## config.mk

```make
export PLATFORM = sky130hd
export DESIGN_NAME = lpi_host_flat
export DESIGN_NICKNAME = d
export VERILOG_FILES = /design/src/rtl/lpi_pkg.sv /design/src/rtl/lpi_link_if.sv /design/src/rtl/lpi_host.sv /design/src/flat_wrapper.sv
export SDC_FILE = /design/constraint.sdc
export NUM_CORES = 1
export LEC_CHECK = 0
export ABC_AREA = 1
export BUFFER_PORTS_ARGS = -buffer_cell sky130_fd_sc_hd__clkbuf_2
export CAP_MARGIN = 10
export CELL_PAD_IN_SITES_DETAIL_PLACEMENT = 1
export CELL_PAD_IN_SITES_GLOBAL_PLACEMENT = 2
export CORE_MARGIN = 2
export CORE_UTILIZATION = 29
export DETAILED_ROUTE_END_ITERATION = 16
export GPL_TIMING_DRIVEN = 0
export PLACE_DENSITY_LB_ADDON = 0.1
export RECOVER_POWER = 25
export SYNTH_ARGS = -nofsm -noshare
export SYNTH_HDL_FRONTEND = slang
export SYNTH_SLANG_ARGS = --single-unit
```

## constraint.sdc

```tcl
create_clock -name hclk -period 2.2 [get_ports hclk]
set_input_delay 0.44 -clock hclk [delete_from_list [all_inputs] [get_ports hclk]]
set_output_delay 0.44 -clock hclk [all_outputs]
set_load 0.01 [all_outputs]
```

## src/rtl/lpi_pkg.sv

```systemverilog
/*
 Package for the LVDS output power and start-up block: register offsets, field positions,
 reset values and timing constants shared by the device end, the controller end and the link.
 Assumes a single 10 MHz clock (hclk) serving as the sampling clock in this model.
*/
package lpi_pkg;
  // ==========================================================
  // Device register map (byte-wide registers on the link)
  localparam logic [11:0] reg_divider_ctrl = 12'h590;
  localparam logic [11:0] reg_lane_pd_high = 12'h691;
  localparam logic [11:0] reg_lane_pd_low = 12'h692;
  localparam logic [11:0] reg_cfg_status = 12'h025;
  localparam int divider_enable_bit = 1;
  localparam int bit_clock_pd_bit = 4;
  localparam int cfg_ready_bit = 4;
  localparam int lane_count = 8;
  localparam logic [7:0] lane_pd_reset = 8'h00;
  localparam logic [7:0] divider_ctrl_reset = 8'h00;
  localparam logic [7:0] divider_ctrl_mask = 8'h02;
  localparam logic [7:0] lane_pd_high_mask = 8'hf0;
  localparam logic [7:0] lane_pd_low_mask = 8'h1f;
  // ==========================================================
  // Timing
  localparam int clk_period_ns = 100;
  localparam int fuse_load_max_cycles = 10000;
  localparam int full_perf_cycles = 5000000;
  localparam int power_on_delay_us = 1;
  localparam int reset_pulse_ns = 100;
  localparam int power_on_cycles = (power_on_delay_us * 1000 + clk_period_ns - 1) / clk_period_ns;
  localparam int reset_pulse_cycles_raw = (reset_pulse_ns + clk_period_ns - 1) / clk_period_ns;
  localparam int reset_pulse_cycles = (reset_pulse_cycles_raw < 1) ? 1 : reset_pulse_cycles_raw;
  // ==========================================================
  // Controller AHB-Lite register map
  localparam logic [7:0] ahb_ctrl = 8'h00;
  localparam logic [7:0] ahb_status = 8'h04;
  localparam logic [7:0] ahb_irq_status = 8'h08;
  localparam logic [7:0] ahb_irq_mask = 8'h0c;
  localparam logic [7:0] ahb_cmd = 8'h10;
  localparam logic [7:0] ahb_rdata = 8'h14;
  localparam int ctrl_start_bit = 0;
  localparam int cmd_write_bit = 31;
  localparam int cmd_addr_lsb = 8;
  localparam int irq_ready_bit = 0;
  localparam int irq_done_bit = 1;
  localparam int irq_perf_bit = 2;
  localparam int irq_width = 3;
  localparam logic [1:0] htrans_nonseq = 2'h2;
endpackage

```

## src/rtl/lpi_link_if.sv

```systemverilog
/*
 Link between the controller and the device end: power-up reset strobe, a simple
 byte register port standing in for the serial port, and the lane and clock outputs.
 Assumes both ends run on the same clock.
*/
interface lpi_link_if;
  logic dev_reset;
  logic reg_req;
  logic reg_write;
  logic [11:0] reg_addr;
  logic [7:0] reg_wdata;
  logic [7:0] reg_rdata;
  logic reg_ack;
  logic [7:0] lane_data;
  logic [7:0] lane_oe;
  logic output_bit_clock;
  logic bit_clock_oe;
  logic data_rated;
  modport device (input dev_reset, reg_req, reg_write, reg_addr, reg_wdata,
    output reg_rdata, reg_ack, lane_data, lane_oe, output_bit_clock, bit_clock_oe, data_rated);
  modport host (output dev_reset, reg_req, reg_write, reg_addr, reg_wdata,
    input reg_rdata, reg_ack, lane_data, lane_oe, output_bit_clock, bit_clock_oe, data_rated);
endinterface

```

## src/rtl/lpi_host.sv

```systemverilog
/*
 Controller end: AHB-Lite slave registers; runs the power-up sequence (delay, reset
 pulse, poll ready) and then forwards single register commands to the device.
 Assumes hclk also clocks the device end.
*/
// Decided for this implementation: the AHB-Lite slave port.
module lpi_host (
  // Clock and reset
  input wire logic hclk,
  input wire logic hresetn,
  // AHB-Lite slave
  input wire logic hsel,
  input wire logic [31:0] haddr,
  input wire logic [1:0] htrans,
  input wire logic hwrite,
  input wire logic [2:0] hsize,
  input wire logic [31:0] hwdata,
  output logic [31:0] hrdata,
  output logic hreadyout,
  output logic hresp,
  input wire logic hready,
  // Interrupt
  output logic irq,
  // Link
  lpi_link_if.host link
);
  localparam int irq_w = lpi_pkg::irq_width;
  typedef enum logic [5:0] {
    st_idle = 6'h01, st_pwr = 6'h02, st_rst = 6'h04,
    st_poll = 6'h08, st_ready = 6'h10, st_xfer = 6'h20
  } lpi_state_t;
  typedef struct packed {
    lpi_state_t st;
    logic [7:0] cnt;
    logic poll_pending;
    logic dph;
    logic dwr;
    logic [7:0] daddr;
    logic [31:0] hrdata;
    logic [irq_w - 1:0] irq_st;
    logic [irq_w - 1:0] irq_mask;
    logic irq;
    logic req;
    logic wr;
    logic [11:0] addr;
    logic [7:0] wdata;
    logic [7:0] rdata;
    logic rst;
    logic rated_q;
  } lpi_host_state_t;
  lpi_host_state_t r, next_r;
  logic [irq_w - 1:0] ev;
  logic [31:0] rd_mux;

  always_comb begin
    next_r = r;
    ev = '0;
    rd_mux = 32'h00000000;
    next_r.rated_q = link.data_rated;
    // ==========================================================
    // Start-up and command sequencer
    case (r.st)
      st_idle: begin
        next_r.cnt = '0;
      end
      st_pwr: begin
        next_r.cnt = r.cnt + 8'h01;
        if (r.cnt == 8'(lpi_pkg::power_on_cycles - 1)) begin
          next_r.st = st_rst;
          next_r.rst = 1'b1;
          next_r.cnt = '0;
        end
      end
      st_rst: begin
        next_r.cnt = r.cnt + 8'h01;
        if (r.cnt == 8'(lpi_pkg::reset_pulse_cycles - 1)) begin
          next_r.rst = 1'b0;
          next_r.st = st_poll;
        end
      end
      st_poll: begin
        if (!r.req) begin
          next_r.req = 1'b1;
          next_r.wr = 1'b0;
          next_r.addr = lpi_pkg::reg_cfg_status;
        end else if (link.reg_ack) begin
          next_r.req = 1'b0;
          if (link.reg_rdata[lpi_pkg::cfg_ready_bit]) begin
            next_r.st = st_ready;
            ev[lpi_pkg::irq_ready_bit] = 1'b1;
          end
        end
      end
      st_ready: begin
        if (r.poll_pending) begin
          next_r.req = 1'b1;
          next_r.poll_pending = 1'b0;
          next_r.st = st_xfer;
        end
      end
      st_xfer: begin
        if (link.reg_ack) begin
          next_r.req = 1'b0;
          next_r.rdata = link.reg_rdata;
          next_r.st = st_ready;
          ev[lpi_pkg::irq_done_bit] = 1'b1;
        end
      end
      default: begin
        next_r.st = st_idle;
      end
    endcase
    if (link.data_rated && !r.rated_q) begin
      ev[lpi_pkg::irq_perf_bit] = 1'b1;
    end
    // ==========================================================
    // AHB-Lite slave, zero wait state
    next_r.dph = hsel && hready && (htrans == lpi_pkg::htrans_nonseq);
    next_r.dwr = hwrite;
    next_r.daddr = haddr[7:0];
    // Read data is registered in the address phase so it stands in the data phase
    case (haddr[7:0])
      lpi_pkg::ahb_status: rd_mux = {26'h0, r.st};
      lpi_pkg::ahb_irq_status: rd_mux = {29'h0, r.irq_st};
      lpi_pkg::ahb_irq_mask: rd_mux = {29'h0, r.irq_mask};
      lpi_pkg::ahb_cmd: rd_mux = {19'h0, r.wr, r.addr};
      lpi_pkg::ahb_rdata: rd_mux = {24'h0, r.rdata};
      default: rd_mux = 32'h00000000;
    endcase
    next_r.irq_st = r.irq_st | ev;
    if (next_r.dph && !hwrite) begin
      next_r.hrdata = rd_mux;
    end
    if (r.dph && r.dwr) begin
      case (r.daddr)
        lpi_pkg::ahb_ctrl: begin
          if (hwdata[lpi_pkg::ctrl_start_bit] && r.st == st_idle) begin
            next_r.st = st_pwr;
            next_r.cnt = '0;
          end
        end
        lpi_pkg::ahb_irq_status: begin
          next_r.irq_st = (r.irq_st & ~hwdata[irq_w - 1:0]) | ev;
        end
        lpi_pkg::ahb_irq_mask: begin
          next_r.irq_mask = hwdata[irq_w - 1:0];
        end
        lpi_pkg::ahb_cmd: begin
          if (r.st == st_ready) begin
            next_r.wr = hwdata[lpi_pkg::cmd_write_bit];
            next_r.addr = hwdata[lpi_pkg::cmd_addr_lsb +: 12];
            next_r.wdata = hwdata[7:0];
            next_r.poll_pending = 1'b1;
          end
        end
        default: begin
        end
      endcase
    end
    next_r.irq = |(next_r.irq_st & next_r.irq_mask);
  end

  always_ff @(posedge hclk or negedge hresetn) begin
    if (!hresetn) begin
      r <= '{st: st_idle, default: '0};
    end else begin
      r <= next_r;
    end
  end

  assign hrdata = r.hrdata;
  assign hreadyout = 1'b1;
  assign hresp = 1'b0;
  assign irq = r.irq;
  assign link.dev_reset = r.rst;
  assign link.reg_req = r.req;
  assign link.reg_write = r.wr;
  assign link.reg_addr = r.addr;
  assign link.reg_wdata = r.wdata;
endmodule

```

## src/flat_wrapper.sv

```systemverilog
// flat-port wrapper written by rule: the top's interface ports become plain ports
module lpi_host_flat 
  (hclk, hresetn, hsel, haddr, htrans, hwrite, hsize, hwdata, hrdata, hreadyout, hresp, hready, irq, link_dev_reset, link_reg_req, link_reg_write, link_reg_addr, link_reg_wdata, link_reg_rdata, link_reg_ack, link_lane_data, link_lane_oe, link_output_bit_clock, link_bit_clock_oe, link_data_rated);
  lpi_link_if link_i ();
  input wire logic hclk;
  input wire logic hresetn;
  input wire logic hsel;
  input wire logic [31:0] haddr;
  input wire logic [1:0] htrans;
  input wire logic hwrite;
  input wire logic [2:0] hsize;
  input wire logic [31:0] hwdata;
  output logic [31:0] hrdata;
  output logic hreadyout;
  output logic hresp;
  input wire logic hready;
  output logic irq;
  output wire logic [$bits(link_i.dev_reset)-1:0] link_dev_reset;
  output wire logic [$bits(link_i.reg_req)-1:0] link_reg_req;
  output wire logic [$bits(link_i.reg_write)-1:0] link_reg_write;
  output wire logic [$bits(link_i.reg_addr)-1:0] link_reg_addr;
  output wire logic [$bits(link_i.reg_wdata)-1:0] link_reg_wdata;
  input wire logic [$bits(link_i.reg_rdata)-1:0] link_reg_rdata;
  input wire logic [$bits(link_i.reg_ack)-1:0] link_reg_ack;
  input wire logic [$bits(link_i.lane_data)-1:0] link_lane_data;
  input wire logic [$bits(link_i.lane_oe)-1:0] link_lane_oe;
  input wire logic [$bits(link_i.output_bit_clock)-1:0] link_output_bit_clock;
  input wire logic [$bits(link_i.bit_clock_oe)-1:0] link_bit_clock_oe;
  input wire logic [$bits(link_i.data_rated)-1:0] link_data_rated;
  assign link_dev_reset = link_i.dev_reset;
  assign link_reg_req = link_i.reg_req;
  assign link_reg_write = link_i.reg_write;
  assign link_reg_addr = link_i.reg_addr;
  assign link_reg_wdata = link_i.reg_wdata;
  assign link_i.reg_rdata = link_reg_rdata;
  assign link_i.reg_ack = link_reg_ack;
  assign link_i.lane_data = link_lane_data;
  assign link_i.lane_oe = link_lane_oe;
  assign link_i.output_bit_clock = link_output_bit_clock;
  assign link_i.bit_clock_oe = link_bit_clock_oe;
  assign link_i.data_rated = link_data_rated;
  lpi_host u_core (.hclk(hclk), .hresetn(hresetn), .hsel(hsel), .haddr(haddr), .htrans(htrans), .hwrite(hwrite), .hsize(hsize), .hwdata(hwdata), .hrdata(hrdata), .hreadyout(hreadyout), .hresp(hresp), .hready(hready), .irq(irq), .link(link_i));
endmodule
```

-- After elaboration in Yosys (flattened, before gate mapping)
Index checks and enable logic that the tools add are counted.
- add/subtract/negate cells: 1
- reduce and logical (&&, ||, !) cells: 17
- mux-type cells: 39
- equal/unequal tests: 20
- bitwise gates (word level): 5
- operators with widths (operator ; number):
    case mux 13 bit (5 select lines) ; 1
    two-way mux 21 bit ; 3
    two-way mux 14 bit ; 3
    two-way mux 6 bit ; 7
    == test 8 x 4 -> 1 bit (second input constant) ; 5
    case mux 6 bit (6 select lines) ; 1
    two-way mux 13 bit ; 2
    == test 8 x 5 -> 1 bit (second input constant) ; 3
    case mux 8 bit (3 select lines) ; 1
    zero test 8 bit ; 2
    two-way mux 1 bit ; 16
    two-way mux 15 bit ; 1
    AND reduction 3 bit ; 3
    adder 8 x 1 -> 8 bit (second input constant) ; 1
    == test 8 x 3 -> 1 bit (second input constant) ; 1
    bitwise AND 3 bit ; 2
    == test 6 x 1 -> 1 bit (second input constant) ; 1
    == test 6 x 2 -> 1 bit (second input constant) ; 1
    == test 6 x 3 -> 1 bit (second input constant) ; 1
    == test 6 x 4 -> 1 bit (second input constant) ; 1
    == test 6 x 5 -> 1 bit (second input constant) ; 1
    == test 6 bit (second input constant) ; 1
    logical AND 1 bit ; 6
    two-way mux 3 bit ; 2
    12 further kinds ; 16
- logic and storage cells: 99
- output and inout bits: 58
- input bits: 102
- register bits: 96

-- Logic depth before layout (Yosys ltp)
- depth in word-level cells: 9
- mapped depth: 9
- mapped depth without buffers: 9

-- Worst setup path before layout
OpenSTA, ideal clock, no wires.
- path type: input to register
- start point: in haddr[6]
- end point: reg u_core.r (netlist bit u_core.hrdata[0])
- library setup time: 84 ps
- data required time: 2116 ps
- arrival: 1296 ps
- slack: 820 ps
- stages: 7
- path through: inv_1 -> nand2_1 -> nor2_1 -> nand2_1 -> o21ai_0 -> inv_1 -> a21boi_0
- word-level cells in the longest chain between the ends: 2
- RTL lines (item ; line ; RTL):
    start, declared ; flat_wrapper.sv:8 ; input wire logic [31:0] haddr;
    == test 8 x 5 -> 1 bit (tied with other cells) ; lpi_host.sv:122 ; case (haddr[7:0])
    case mux 13 bit (5 select lines) * ; lpi_host.sv:122 ;
    end signal, assigned ; lpi_host.sv:167 ; r <= next_r;
    end, declared ; lpi_host.sv:51 ; lpi_host_state_t r, next_r;
Mark *: on every way between the ends. The rest lies on a longest branch, timed or not.
A chain may end at the register's enable or synchronous reset.

==> summary.txt <==
Logic synthesis
  • Synth Instances: 546
  • Synth Register Bits: 77
  • Post-synthesis sequential area ratio: 46.3%
  • Yosys warnings: 0
  • Commonest cells in the netlist: nand2_1 (170), dfrtp_1 (76), nand3_1 (63)
  • Post-synth EDFFs: 0
  • Synth cell types: 29
  • Post-Syn Area: 0.00416 mm²
  • Yosys top cell area share: 45.7%
  • Most used DFF post-synth: dfrtp_1
  • Asr flop ratio synth: 100%
  • Synth area leaders: dfrtp_1 (46%), nand2_1 (15%), buf_4 (9.7%)
  • Most numerous cell in the Yosys netlist: nand2_1
  • Mean Syn Cell Area: 7.62 µm²
  • Synth area leader: dfrtp_1

Worst setup path
  • Top cell family by delay on the critical path: simple AND/OR/NAND/NOR gates
  • Critical Path, Cell by Cell: nor2_2, nand2_2, nor3_4, nand3_1, buf_2, nand3_1, nand2_1
  • Crit path top cell by count: nand3_1
  • Slowest CP cell: dfrtp_1
  • CP startpoint kind: flip-flop
  • Slowest stage delay, CP: 0.40 ns
  • Cell count along the critical path: 7
  • WP data required: 2.43 ns
  • CP Max Fanout: 10
  • CP Class: flip-flop to flip-flop
  • Crit path buf inv count: 1
  • Worst EP arrival: 2.00 ns
  • CP endpoint kind: flip-flop
  • Worst r2r path cells: 7

Clock network
  • Clock tree sinks: 77
  • TritonCTS Buffers: 9
  • CTS max path bufs: 2
  • Skew-Pair Late Insertion Delay: 0.34 ns
  • Clk pin slew, worst setup/hold paths: 0.06 ns
  • H-tree lvl count: 3
  • CTS tree: done
  • Post-CTS Hold Fix Bufs: 0
  • CTS root buf: clkbuf_16
  • Setup Fix Bufs, Post-CTS: 0
  • Cts repair resizes: 0

Die
  • DIE AREA: 0.0153 mm²
  • Cell Rows: 43
  • Die H: 124 µm
  • # IOs: 160
  • Initial Util: 29.9%
  • Core area: 0.0139 mm²
  • Die Width: 124 µm

Global routing
  • Met3 usage: 3.34%
  • Grt ovf: 0
  • Gr usage total: 16.1%
  • Layer with the highest usage: met2
  • Global Route met2 Usage: 25.4%
  • Initial antenna violation count: 0
  • Vias in the first global route: 3815
  • Global-route wire length before repair: 18900 µm
  • Largest net degree at the start of global routing: 54
  • Met1 Use GR: 22.0%

Route
  • Routed wire length: 11400 µm
  • Post-DR wirelength/cell: 13.5 µm
  • Vias per cell: 4.34
  • DRC Markers: 0
  • Via count: 3665
  • Post-DRT Antenna Nets: 0
  • DR pass1 iterations: 4
  • Drt initial violations: 128

STA
  • Final period util: 80.5%
  • Min cycle time layout: 1.77 ns
  • Fmax: 565 MHz
  • RSZ-0062 raised after global routing: no
  • Final Worst Setup Slack: 0.430 ns
  • Endpoints failing setup: 0
  • Worst Skew: 0.00825 ns
  • Relative slew slack: -0.421%
  • Max Slew Vio Count: 24
  • Slew @ Worst Pin: 1.51 ns
  • Fin. Hold Viols: 0

Place
  • GP Congestion: 0.772
  • # port buffers: 82
  • HPWL Detailed: 8910 µm
  • DP Worst Slack: 0.248 ns

Worst hold path
  • Cells on Worst Hold Path: 1
  • Worst min path class: input port to flip-flop

Power and ir drop
  • Total power: 3.27 mW
  • Pwr Density: 629 mW/mm²
  • Pleak: 2.74 nW
  • VDD IR max: 333 µV

Cells and area
  • Fin nets: 764
  • Layout fillers: 1752
  • Area Growth Syn to Fin: 24.8%
  • Register area: 0.00193 mm²
  • Multi-input gate area: 0.00162 mm²
  • ANT cells: 0
  • Share of cells above drive strength 1: 24.7%

Run status
  • Status: finished, violations left
  • Failing checks: max-capacitance violations, max-slew violations

Run
  • Max Cap Viol: 1
==> through the flow <==
| stage | hold slack [ns] | cells | setup TNS [ns] | area (µm²) | utilization (%) |
|---|---|---|---|---|---|
| after CTS | 0.0520 | 844 | 0 | 5210 | 37.4 |
| final | 0.221 | 844 | 0 | 5200 | 37.3 |
| after global routing | 0.217 | 844 | 0 | 5200 | 37.3 |
| after floorplan | 0.144 | 565 | 0 | 4230 | - |
| after global placement | 0.465 | 827 | -17.51 | 4870 | 34.9 |
| after detailed placement | 0.422 | 828 | 0 | 4900 | 35.2 |
==> layer usage <==
layer	vias to the layer above	routed length [µm]	share of wire (%)
met1	1734	5470	48
met4	0	167	1.5
met2	67	5290	46
met5	-	0	0
li1	1850	-	-
met3	14	473	4.1
==> cells by family after synthesis <==
kind of cell	after synthesis	share of synthesized area (%)
AND/OR/NAND/NOR	300	30.7
adder cells (fa/ha/maj)	3	0.902
AO/OA/AOI/OAI	37	4.87
buffers and inverters	124	16.4
other	2	0.180
flip-flops	77	46.3
XOR/XNOR	3	0.631
==> cell type report <==
type                       instances  area share [%]
clock inverter                     5            1.13
tap                              180            4.33
multi-input combinational        364            31.3
clock buffer                      11            4.86
timing repair buffer              83            8.19
sequential                        77            37.1
inverter                          61            4.41
buffer                            63            8.72
==> final timing paths <==
path,slack [ns],to,start
max in group asynchronous,0.77,u_core.r[90],hresetn
hold reg to reg,0.48,u_core.r[7],u_core.r[7]
setup reg to reg,0.43,u_core.link.reg_addr[8],u_core.r[92]
setup / recovery,0.43,u_core.link.reg_addr[8],u_core.r[92]
min in group asynchronous,0.45,u_core.r[71],hresetn
hold / removal,0.22,u_core.r[0],link_data_rated
==> worst register-to-register path: stages (launching register included) <==
cell	delay (ns)
dfrtp_1	0.40
nor2_2	0.17
nand2_2	0.09
nor3_4	0.27
nand3_1	0.31
buf_2	0.29
nand3_1	0.09
nand2_1	0.05
==> flip-flops by register name, summed over array words and instances (netlist names), named ones only <==
name and cells:
u_core.hrdata 13, u_core.irq 1, u_core.link.dev_reset 1, u_core.link.reg_addr 12, u_core.link.reg_req 1, u_core.link.reg_wdata 8, u_core.link.reg_write 1, u_core.r 39
==> placed cells by master (no fill, tap or decap), drive strengths merged <==
master    netlist  layout
nand2         172     172
clkbuf          3      96
dfrtp          76      76
nand3          64      64
buf            60      61
inv            59      59
nor2           54      54
o21ai          28      28
conb            2      21
clkinv          2       4
nor3            4       4
o211ai          3       3
xor2            3       3
or2             3       3
a21boi          3       3
ha              3       3
a21oi           2       2
nand4           2       2
clkinvlp        0       2
o31ai           1       1
nand3b          1       1
bufinv          0       1
dfstp           1       1
==> where the power goes <==
| group | internal [mW] | total [mW] | switching (mW) |
|---|---|---|---|
| Sequential | 1.44 | 1.46 | 0.0181 |
| Combinational | 0.113 | 0.242 | 0.129 |
| Clock | 0.941 | 1.56 | 0.622 |
| Total | 2.50 | 3.27 | 0.769 |
(Power assumes the default switching activity.)
